## src/msg_ctrl_pkg.sv

```systemverilog
// Package for the per-message-center control and status logic.
// Assumes an SFR-style 8-bit register port from the host processor and a
// protocol engine that reports per-center events as one-cycle pulses.
// =============================================================================
// How it works
// With overwrite on, software clears data_updated, reads the center, and rereads if the flag came back.
// With overwrite off, software only needs to clear data_updated after it has read the center.
// In receive mode, data_updated never blocks sending a remote frame request.
// In receive mode a remote request goes out only when message_ready and processor_tx_request are both set.
// In transmit mode, software sets transmit_inhibit and clears data_updated before changing a center.
// While transmit_inhibit is set on a transmit center, its data is not offered for sending.
// After an update, software clears transmit_inhibit and sets message_ready, processor_tx_request, data_updated.
// A completed transmission leaves data_updated of a transmit center untouched.
// A successful transmission clears processor_tx_request so software can poll for completion.
// Each control register is 8 bits with the fixed field layout below, all bits reset to zero.
// The upper four bits are read/write, external_remote_request is clear-only, bits 2..0 depend on mode.
// In receive mode a successfully stored message sets data_updated.
// With overwrite off, a receive center whose data_updated is set ignores incoming messages and never flags overwrite.
// A stored message with rx_irq_enable set raises center_irq_flag, which only software clears.
// Every message center has its own independent control state, selected by its register address.
package msg_ctrl_pkg;

  // ===========================================================================
  // Register field positions.
  localparam int BIT_MSG_READY  = 7;
  localparam int BIT_TX_IRQ_EN  = 6;
  localparam int BIT_RX_IRQ_EN  = 5;
  localparam int BIT_IRQ_FLAG   = 4;
  localparam int BIT_EXT_REQ    = 3;
  localparam int BIT_PROC_TXREQ = 2;
  localparam int BIT_OVW_INH    = 1;
  localparam int BIT_DATA_UPD   = 0;

  localparam logic [7:0] CTRL_RESET = 8'h00;
  localparam int         NUM_CENTERS = 11;

  // ===========================================================================
  // Register offsets, in center order 2..12; the center 7 offset is a free choice.
  localparam logic [7:0] OFF_MC2  = 8'hEC;
  localparam logic [7:0] OFF_MC3  = 8'hED;
  localparam logic [7:0] OFF_MC4  = 8'hEE;
  localparam logic [7:0] OFF_MC5  = 8'hEF;
  localparam logic [7:0] OFF_MC6  = 8'hF3;
  localparam logic [7:0] OFF_MC7  = 8'hF4;
  localparam logic [7:0] OFF_MC8  = 8'hF5;
  localparam logic [7:0] OFF_MC9  = 8'hF6;
  localparam logic [7:0] OFF_MC10 = 8'hF7;
  localparam logic [7:0] OFF_MC11 = 8'hFB;
  localparam logic [7:0] OFF_MC12 = 8'hFC;

  // Register access from the processor.
  typedef struct packed {
    logic       wr;
    logic       rd;
    logic [7:0] addr;
    logic [7:0] wdata;
  } sfr_req_t;

  // Per-center events from the protocol engine, one-cycle pulses.
  typedef struct packed {
    logic rx_stored;  // Message matched and was offered for storage.
    logic tx_done;    // Frame from this center sent successfully.
    logic remote_rx;  // Remote frame request seen for this center.
  } engine_evt_t;

endpackage

```

## src/msg_center_ctrl.sv

```systemverilog
// Control registers and handshake state for message centers 2 through 12.
// Assumes the protocol engine supplies the per-center mode bit and event
// pulses, and accepts the tx_ready and store_ok levels per center.
`timescale 1ns/100ps

module msg_center_ctrl #(
  parameter int N = msg_ctrl_pkg::NUM_CENTERS
) (
  input  wire logic                       sys_clk_in,
  input  wire logic                       rst_n_in,
  input  wire logic                       clk_en_in,
  input  wire msg_ctrl_pkg::sfr_req_t     sfr_req_in,
  input  wire logic                       overwrite_enable_in,
  input  wire logic [N-1:0]               tx_mode_in,
  input  wire msg_ctrl_pkg::engine_evt_t  evt_in [N],
  output logic [7:0]                      sfr_rdata_out,
  output logic                            sfr_hit_out,
  output logic [N-1:0]                    tx_ready_out,
  output logic [N-1:0]                    store_ok_out,
  output logic [N-1:0]                    irq_flag_out
);

  // ===========================================================================
  // Address decode: one function serves write, read and hit logic.
  function automatic int center_index(input logic [7:0] a);
    case (a)
      msg_ctrl_pkg::OFF_MC2:  center_index = 0;
      msg_ctrl_pkg::OFF_MC3:  center_index = 1;
      msg_ctrl_pkg::OFF_MC4:  center_index = 2;
      msg_ctrl_pkg::OFF_MC5:  center_index = 3;
      msg_ctrl_pkg::OFF_MC6:  center_index = 4;
      msg_ctrl_pkg::OFF_MC7:  center_index = 5;
      msg_ctrl_pkg::OFF_MC8:  center_index = 6;
      msg_ctrl_pkg::OFF_MC9:  center_index = 7;
      msg_ctrl_pkg::OFF_MC10: center_index = 8;
      msg_ctrl_pkg::OFF_MC11: center_index = 9;
      msg_ctrl_pkg::OFF_MC12: center_index = 10;
      default:                center_index = -1;
    endcase
  endfunction

  logic [7:0]   ctrl_reg      [N];
  logic [7:0]   ctrl_next     [N];
  logic [7:0]   rdata_reg;
  logic [7:0]   rdata_next;
  logic         hit_reg;
  logic         hit_next;
  logic [N-1:0] tx_ready_reg;
  logic [N-1:0] tx_ready_next;
  logic [N-1:0] store_ok_reg;
  logic [N-1:0] store_ok_next;
  int           sel;

  assign sel = center_index(sfr_req_in.addr);

  // ===========================================================================
  // Next state of every center. Hardware sets are applied after the software
  // write so that an event in the same cycle as a clear is never lost.
  always_comb begin
    for (int i = 0; i < N; i++) begin
      logic [7:0] c;
      logic       wr_me;
      logic       store;
      c     = ctrl_reg[i];
      wr_me = sfr_req_in.wr && (sel == i);
      store = 1'b0;
      if (wr_me) begin
        // Upper four bits plain read/write.
        c[7:4] = sfr_req_in.wdata[7:4];
        // Software may only clear the remote request flag, never set it.
        c[msg_ctrl_pkg::BIT_EXT_REQ] = ctrl_reg[i][msg_ctrl_pkg::BIT_EXT_REQ] &
                                       sfr_req_in.wdata[msg_ctrl_pkg::BIT_EXT_REQ];
        c[msg_ctrl_pkg::BIT_PROC_TXREQ] = sfr_req_in.wdata[msg_ctrl_pkg::BIT_PROC_TXREQ];
        c[msg_ctrl_pkg::BIT_DATA_UPD]   = sfr_req_in.wdata[msg_ctrl_pkg::BIT_DATA_UPD];
        if (tx_mode_in[i]) begin
          c[msg_ctrl_pkg::BIT_OVW_INH] = sfr_req_in.wdata[msg_ctrl_pkg::BIT_OVW_INH];
        end else if (!sfr_req_in.wdata[msg_ctrl_pkg::BIT_DATA_UPD]) begin
          // Overwrite flag is read only and falls when data_updated is cleared.
          c[msg_ctrl_pkg::BIT_OVW_INH] = 1'b0;
        end
      end
      // Receive side: storage blocked when overwrite off and data still unread.
      if (!tx_mode_in[i] && evt_in[i].rx_stored) begin
        if (overwrite_enable_in || !ctrl_reg[i][msg_ctrl_pkg::BIT_DATA_UPD]) begin
          store = 1'b1;
        end
      end
      if (store) begin
        if (ctrl_reg[i][msg_ctrl_pkg::BIT_DATA_UPD]) begin
          c[msg_ctrl_pkg::BIT_OVW_INH] = 1'b1;
        end
        c[msg_ctrl_pkg::BIT_DATA_UPD] = 1'b1;
        if (ctrl_reg[i][msg_ctrl_pkg::BIT_RX_IRQ_EN]) begin
          c[msg_ctrl_pkg::BIT_IRQ_FLAG] = 1'b1;
        end
      end
      // Completion: request cleared, data_updated left alone.
      if (evt_in[i].tx_done) begin
        c[msg_ctrl_pkg::BIT_PROC_TXREQ] = 1'b0;
        if (tx_mode_in[i]) begin
          c[msg_ctrl_pkg::BIT_EXT_REQ] = 1'b0;
        end
        if (ctrl_reg[i][msg_ctrl_pkg::BIT_TX_IRQ_EN]) begin
          c[msg_ctrl_pkg::BIT_IRQ_FLAG] = 1'b1;
        end
      end
      // A remote request with no completion in the same cycle also raises the processor request in transmit mode.
      if (evt_in[i].remote_rx && !evt_in[i].tx_done) begin
        c[msg_ctrl_pkg::BIT_EXT_REQ] = 1'b1;
        if (tx_mode_in[i]) begin
          c[msg_ctrl_pkg::BIT_PROC_TXREQ] = 1'b1;
        end
      end
      ctrl_next[i] = c;
    end
  end

  // ===========================================================================
  // Engine-facing levels, computed from the next state so they track the
  // registers without an extra cycle of lag.
  always_comb begin
    for (int i = 0; i < N; i++) begin
      if (tx_mode_in[i]) begin
        tx_ready_next[i] = ctrl_next[i][msg_ctrl_pkg::BIT_MSG_READY] &
                           ctrl_next[i][msg_ctrl_pkg::BIT_PROC_TXREQ] &
                           ctrl_next[i][msg_ctrl_pkg::BIT_DATA_UPD] &
                           !ctrl_next[i][msg_ctrl_pkg::BIT_OVW_INH];
      end else begin
        // Remote request gated only by ready and request; data_updated ignored.
        tx_ready_next[i] = ctrl_next[i][msg_ctrl_pkg::BIT_MSG_READY] &
                           ctrl_next[i][msg_ctrl_pkg::BIT_PROC_TXREQ];
      end
      store_ok_next[i] = !tx_mode_in[i] &&
                         (overwrite_enable_in ||
                          !ctrl_next[i][msg_ctrl_pkg::BIT_DATA_UPD]);
    end
  end

  // Read data and hit flag, registered so outputs come from flip-flops.
  always_comb begin
    rdata_next = 8'h00;
    hit_next   = 1'b0;
    if (sfr_req_in.rd && sel >= 0) begin
      rdata_next = ctrl_reg[sel];
      hit_next   = 1'b1;
    end
  end

  // ===========================================================================
  // Registers, frozen while the clock enable is low.
  always_ff @(posedge sys_clk_in) begin
    if (!rst_n_in) begin
      for (int i = 0; i < N; i++) begin
        ctrl_reg[i] <= msg_ctrl_pkg::CTRL_RESET;
      end
      rdata_reg    <= 8'h00;
      hit_reg      <= 1'b0;
      tx_ready_reg <= '0;
      store_ok_reg <= '0;
    end else if (clk_en_in) begin
      ctrl_reg     <= ctrl_next;
      rdata_reg    <= rdata_next;
      hit_reg      <= hit_next;
      tx_ready_reg <= tx_ready_next;
      store_ok_reg <= store_ok_next;
    end
  end

  always_comb begin
    for (int i = 0; i < N; i++) begin
      irq_flag_out[i] = ctrl_reg[i][msg_ctrl_pkg::BIT_IRQ_FLAG];
    end
  end

  assign sfr_rdata_out = rdata_reg;
  assign sfr_hit_out   = hit_reg;
  assign tx_ready_out  = tx_ready_reg;
  assign store_ok_out  = store_ok_reg;
endmodule

```

## config.mk

```make
export PLATFORM = sky130hd
export DESIGN_NAME = msg_center_ctrl
export DESIGN_NICKNAME = d
export VERILOG_FILES = /design/src/msg_ctrl_pkg.sv /design/src/msg_center_ctrl.sv
export SDC_FILE = /design/constraint.sdc
export NUM_CORES = 1
export LEC_CHECK = 0
export BUFFER_PORTS_ARGS = -buffer_cell sky130_fd_sc_hd__buf_2
export CAP_MARGIN = 25
export CELL_PAD_IN_SITES_DETAIL_PLACEMENT = 0
export CELL_PAD_IN_SITES_GLOBAL_PLACEMENT = 1
export CORE_AREA = 3 3 149 151
export DETAILED_ROUTE_END_ITERATION = 10
export DIE_AREA = 0 0 152 154
export GPL_ROUTABILITY_DRIVEN = 0
export PLACE_DENSITY = 0.72
export RECOVER_POWER = 50
export REMOVE_ABC_BUFFERS = 1
export SYNTH_ARGS = -nofsm -noshare
export SYNTH_HDL_FRONTEND = slang
export SYNTH_SLANG_ARGS = --single-unit
```

## constraint.sdc

```tcl
create_clock -name sys_clk_in -period 5.77 [get_ports sys_clk_in]
set_input_delay 0.8655 -clock sys_clk_in [delete_from_list [all_inputs] [get_ports sys_clk_in]]
set_output_delay 0.8655 -clock sys_clk_in [all_outputs]
set_load 0.01 [all_outputs]
```

==> results.toml, run 1 <==
[route]
finalWirelength_um = 29250
via_per_inst = 6.169
antenna_left = 0
vias = 7791
wl_per_cell_um = 23.16
drt_iter0_markers = 918
drc = 0
drt_first_pass_iters = 5

[placement]
port-buffer-count = 107
dp.cells = 1230
hpwl_um = 20280

[floorplan]
core_um2 = 20960
die_w_um = 152
ios = 108
die_y_um = 154
rows = 53
initial_utilization = 0.3501
dieArea_um2 = 23410

[logic_synthesis]
post_synth_num_cell_types = 87
synth_seq_cells = 119
syn_avg_cell_area_um2 = 7.984
synthTopCellsByArea = "dfxtp_1 32%, mux2i_1 6.5%, nand2_1 4.7%, nor2_1 4.1%, a21oi_1 3.7%"
postSynthCellCount = 919
synth_area_um2 = 7337
synth_top_area_share = 0.3247
synth_flop_cell = "dfxtp_1"
async_flop_share = 0
synth_top_cell_by_area = "dfxtp_1"
synth-edff-count = 0
yosys_warnings = 0
yosysSeqAreaShare = 0.3247

[layout]
drive_gt1_frac = 0.1265
final_cell_mix = "119 x dfxtp_1, 91 x nand2_1, 80 x nor2_1"
fillers = 2233
final_common_cell = "dfxtp_1"
area_growth_pct = 14.51
final_util = 0.4009
largest_reg_flops = 77
n_antenna_cell = 0
multi_input_area_um2 = 4383
fin_cells = 1263
seq_area_um2 = 2382
nNetsFinal = 1041

[timing]
hold_viol = 0
timing.final.crit_period_ns = 4.430
fin_skew_ns = 0.005375
max_freq_mhz = 225.7
rsz0062_at_grt = "no"
period_share = 0.7677
setup_viol = 0
finalMaxSlewViolations = 8
tightest_slew_ns = 2.139
fin_tns_setup_ns = 0
slew-limit-headroom = -0.4442

[setup_path]
path_depth = 8
cp_data_arrival_time_ns = 4.75
crit_slowest_cell = "o311ai_0"
end_kind = "flip-flop"
path_max_fanout = 19
crit_family = "compound AO/OA/AOI/OAI gates"
worstPathRequired_ns = 6.09
crit_top_cell = "clkbuf_1"
worst_setup_path_start_kind = "input port"
critPathBufInv = 2
critical-path-max-stage-delay_ns = 1.70
path_cells = "clkbuf_1, and4b_1, o311ai_0, nor4_2, clkbuf_1, a211oi_1, o41ai_1, a22o_1"
worstSetupPathType = "in -> reg"
r2r_cells = 5

[grt]
antenna_found_initial = 0
grt_start_max_net_pins = 59
grt_pass1_wl_um = 44640
grt_util_all_layers = 0.2435
grt_pass1_vias = 7169
grt.overflow.total = 0

[hold_path]
whs_path_depth = 2
worst_hold_path_type = "reg -> reg"

[clock_network]
clk_path_buf_depth = 2
tritoncts = "done"
cts_sinks = 119
path_clk_slew_ns = 0.06
htree_levels = 4
cts_buffers = 17
cts.repair.resized = 0
root_buffer = "clkbuf_16"
cts_hold_buf = 0
clock_latency_ns = 0.43
cts_post_setup_buffers_inserted = 0

[power_and_ir_drop]
internal_power_mw = 1.639
p_switching_uw = 651.3
leakagePower_nw = 2.981
p_per_area_nw_per_um2 = 272.6
p_seq_frac = 0.380
power_frac_comb = 0.125
clockPowerShare = 0.496
irDropWorstVdd_uv = 137.3
swShare = 0.2844

[run_status]
status = "finished with violations"
violations = "capacitance limit, slew limit"

[flow_run]
maxCapViolations = 1
[tightest hold or removal path, delay by kind of cell (launching register included)]
family,cells,cell delay (ns)
and+or+nand+nor,1,0.05
DFF,1,0.31
AOI/OAI and AO/OA,1,0.05
[path summary, 6_finish.rpt]
check                                                     end                    startpoint  slack (ns)
worst max register to register   tx_ready_out[1]$_SDFFE_PN0P_     ctrl_reg[72]$_SDFFE_PN0P_        4.14
worst min register to register   tx_ready_out[5]$_SDFFE_PN0P_  tx_ready_out[5]$_SDFFE_PN0P_        0.46
worst max-delay path            tx_ready_out[10]$_SDFFE_PN0P_                sfr_req_in[10]        1.34
worst min-delay path             tx_ready_out[5]$_SDFFE_PN0P_  tx_ready_out[5]$_SDFFE_PN0P_        0.46
[power groups by stage]
stage / Clock [mW] / Sequential [mW] / Combinational (mW)
after floorplan: 0 / 0.879 / 0.141
after global placement: 0 / 0.886 / 0.284
after detailed placement: 0 / 0.886 / 0.285
after CTS: 1.15 / 0.868 / 0.286
after global routing: 1.18 / 0.871 / 0.308
final: 1.14 / 0.869 / 0.286
[cells by family (layout without fill, tap and decap cells)]
| logic type | Yosys count | count (layout) | share of synthesized area |
|---|---|---|---|
| and+or+nand+nor | 331 | 331 | 0.2323 |
| AOI/OAI and AO/OA | 306 | 306 | 0.3037 |
| DFF | 119 | 119 | 0.3247 |
| buffers and inverters | 111 | 180 | 0.06838 |
| muxes | 50 | 50 | 0.06855 |
| xor gates and xnor gates | 2 | 2 | 0.002388 |
[routing by layer]
layer  track usage  up-vias  wire [um]
li1              -     3588          -
met1        0.3481     3765      13390
met2        0.3677      387      12800
met3       0.05432       51       2364
met4       0.07106        0        692
met5             0        -          0
[stage by stage]
stage	power, mW	area (um^2)	setup slack, ns	hold slack (ns)
finish	2.290	8402	1.340	0.4557
global route	2.364	8402	1.083	0.4842
CTS	2.303	8526	2.351	0.4527
detailed placement	1.170	7905	1.923	0.4419
global placement	1.170	7898	1.996	0.4392
floorplan	1.020	6948	2.107	0.4442
[cell usage after synthesis (all sizes together) (17+ instances only)]
cell type	count
a211oi	26
a21oi	54
mux2i	48
buf	33
clkbuf	48
o22ai	19
nand2	92
nand3	49
o21ai	43
inv	27
dfxtp	119
nor3	29
a31oi	21
nor2	83
nand3b	17
[area by class of cell]
cell class / count / area share
multi-input cells: 689 / 0.5217
flip-flops and latches: 119 / 0.2835
repair buffers: 118 / 0.06657
clock buffers: 19 / 0.05391
well taps: 275 / 0.04095
clock inverters: 13 / 0.01996
inverters: 30 / 0.01340
No activity file was read; power rests on OpenSTA's default activity.
==> run 2: changes to the inputs <==
- ABC_AREA: default -> 1
- CORE_AREA: 3 3 149 151 -> 3 3 148 150
- DIE_AREA: 0 0 152 154 -> 0 0 151 153
- PLACE_DENSITY: 0.72 -> 0.75
- clock period: 5.77 -> 4.5 ns (I/O delays scaled with it)
==> run 2 against run 1 <==
  * The flow still finishes with violations (capacitance limit, slew limit)
  * Non-clock buffer count decreased by 2
  * Sequential power grew 30%
  * Critical path depth up 6
  * Final area down 0.67%
  * Die area down 1.3%
  * Combinational power grew 27%
  * Via count down 0.73%
  * Largest cell class unchanged
  * Largest power group unchanged
  * Highest routed layer unchanged
==> results.toml, run 2 <==
[logic_synthesis]
synth_seq_cells = 119
yosys_warnings = 0
synth_top_area_share = 0.3328
syn_avg_cell_area_um2 = 6.347
synthTopCellsByCount = "261 x nand2_1, 156 x inv_1, 119 x dfxtp_1, 115 x o21ai_0, 108 x a21oi_1"
synthTopCellsByArea = "dfxtp_1 33%, nand2_1 14%, inv_1 8.2%, o21ai_0 8.0%, a21oi_1 7.5%"
postSynthCellCount = 1128
yosysSeqAreaShare = 0.3328
yosysMostFrequentCell = "nand2_1"
post_synth_num_cell_types = 39
async_flop_share = 0
synth_flop_cell = "dfxtp_1"
synth-edff-count = 0
synth_top_cell_by_area = "dfxtp_1"
synth_area_um2 = 7159

[route]
drt_iter0_markers = 659
antenna_left = 0
finalWirelength_um = 25530
drt_first_pass_iters = 6
vias = 7734
drc = 0
wl_per_cell_um = 17.25
via_per_inst = 5.226

[clock_network]
clock_latency_ns = 0.43
tritoncts = "done"
cts_sinks = 119
path_clk_slew_ns = 0.06
clk_path_buf_depth = 2
root_buffer = "clkbuf_16"
cts_hold_buf = 0
htree_levels = 4
cts_buffers = 17
cts_post_setup_buffers_inserted = 0
cts.repair.resized = 0

[setup_path]
r2r_cells = 10
end_kind = "flip-flop"
r2r_start = "ctrl_reg[80]$_SDFFE_PN0P_"
path_max_fanout = 25
worstPathRequired_ns = 4.82
r2r_slack_ns = 2.92
startpoint = "sfr_req_in[15]"
worst_setup_path_start_kind = "input port"
worstSetupPathType = "in -> reg"
r2r_end = "tx_ready_out[0]$_SDFFE_PN0P_"
cp_data_arrival_time_ns = 3.49
cp-endpoint = "ctrl_reg[46]$_SDFFE_PN0P_"

[timing]
fin_skew_ns = 0.009066
setup_viol = 0
tightest_slew_ns = 1.646
max_freq_mhz = 315.2
hold_viol = 0
finalMaxSlewViolations = 52
rsz0062_at_grt = "no"
fin_tns_setup_ns = 0
slew-limit-headroom = -0.09822
timing.final.crit_period_ns = 3.172
period_share = 0.7049

[layout]
area_growth_pct = 16.57
n_antenna_cell = 0
final_cell_area_um2 = 8346
largest_reg_flops = 77
final_common_cell = "nand2_1"
final_util = 0.4008
final_cell_mix = "261 x nand2_1, 156 x inv_1, 119 x dfxtp_1"
drive_gt1_frac = 0.09627
nNetsFinal = 1258

[grt]
grt.overflow.total = 0
antenna_found_initial = 0
grt_util_all_layers = 0.2210
grt_pass1_vias = 7300
grt_pass1_wl_um = 39920
grt_start_max_net_pins = 65

[floorplan]
die_y_um = 153
dieArea_um2 = 23100
ios = 108
die_w_um = 151
initial_utilization = 0.3438
rows = 53
core_um2 = 20820

[power_and_ir_drop]
power_frac_comb = 0.120
p_switching_uw = 805.6
clockPowerShare = 0.507
p_per_area_nw_per_um2 = 361.7
internal_power_mw = 2.213
swShare = 0.2669
irDropWorstVdd_uv = 247.5
p_seq_frac = 0.373
leakagePower_nw = 3.639

[placement]
port-buffer-count = 107
postPlaceCellArea_um2 = 7766
hpwl_um = 17750

[hold_path]
worst_hold_path_type = "reg -> reg"

[run_status]
violations = "capacitance limit, slew limit"
status = "finished with violations"

[flow_run]
maxCapViolations = 1
run 2: area by class of cell:
| cell class | instances | area, um^2 |
|---|---|---|
| multi-input cells | 775 | 3815 |
| inverters | 163 | 611.8 |
| well taps | 275 | 344.1 |
| fillers | 2313 | 12480 |
| flip-flops and latches | 119 | 2382 |
| clock inverters | 13 | 201.4 |
| clock buffers | 19 | 452.9 |
| repair buffers | 116 | 538.0 |
run 2: worst min path at each step:
stage	from	to	depth (start not counted)
floorplan	ctrl_reg[6]$_SDFFE_PN0P_	ctrl_reg[6]$_SDFFE_PN0P_	2
global placement	ctrl_reg[79]$_SDFFE_PN0P_	ctrl_reg[79]$_SDFFE_PN0P_	2
detailed placement	store_ok_out[7]$_SDFFE_PN0P_	store_ok_out[7]$_SDFFE_PN0P_	2
CTS	store_ok_out[7]$_SDFFE_PN0P_	store_ok_out[7]$_SDFFE_PN0P_	2
global route	store_ok_out[0]$_SDFFE_PN0P_	store_ok_out[0]$_SDFFE_PN0P_	2
finish	tx_ready_out[5]$_SDFFE_PN0P_	tx_ready_out[5]$_SDFFE_PN0P_	2
run 2: logic make-up (layout without fill, tap and decap cells):
logic type / Yosys count / after routing / share of synthesized area
simple gates: 439 / 439 / 0.2613
compound gates: 335 / 335 / 0.2716
flops: 119 / 119 / 0.3328
buf+inv: 234 / 311 / 0.1330
mux: 1 / 1 / 0.001398
run 2: per-layer routing:
| layer | share of wire | vias to the layer above | GRT usage |
|---|---|---|---|
| met5 | 0 | - | 0 |
| met1 | 0.47 | 3533 | 0.3111 |
| met4 | 0.025 | 0 | 0.07599 |
| met2 | 0.45 | 252 | 0.3422 |
| li1 | - | 3913 | - |
| met3 | 0.058 | 36 | 0.03647 |
run 2: power groups by stage:
| stage | Combinational, mW | Clock, mW | Sequential [mW] |
|---|---|---|---|
| 6_report | 0.363 | 1.53 | 1.13 |
| 5_1_grt | 0.410 | 1.59 | 1.13 |
| 4_1_cts | 0.366 | 1.55 | 1.13 |
| 3_5_place_dp | 0.364 | 0 | 1.15 |
| 3_3_place_gp | 0.363 | 0 | 1.15 |
| 2_1_floorplan | 0.197 | 0 | 1.14 |
run 2: stage by stage:
step,hold WS [ns],instances,power (mW),setup slack (ns)
6_report,0.4616,1480,3.019,1.328
5_1_grt,0.4779,1480,3.136,0.8206
4_1_cts,0.4619,1480,3.041,1.507
3_5_place_dp,0.4534,1448,1.512,1.083
3_3_place_gp,0.4499,1448,1.512,1.109
2_1_floorplan,0.4394,1057,1.341,1.460
run 2: critical path, stage by stage:
cell and delay (ns):
buf_2 0.07, nand2_1 0.07, nor2_1 0.57, nand3_1 0.24, inv_1 0.13, nor2_1 0.06, nand3_2 0.31, nand2_2 0.38
inv_2 0.36, nand3_1 0.12, nor3_1 0.14, inv_1 0.11, o21ai_0 0.17, a21oi_1 0.06
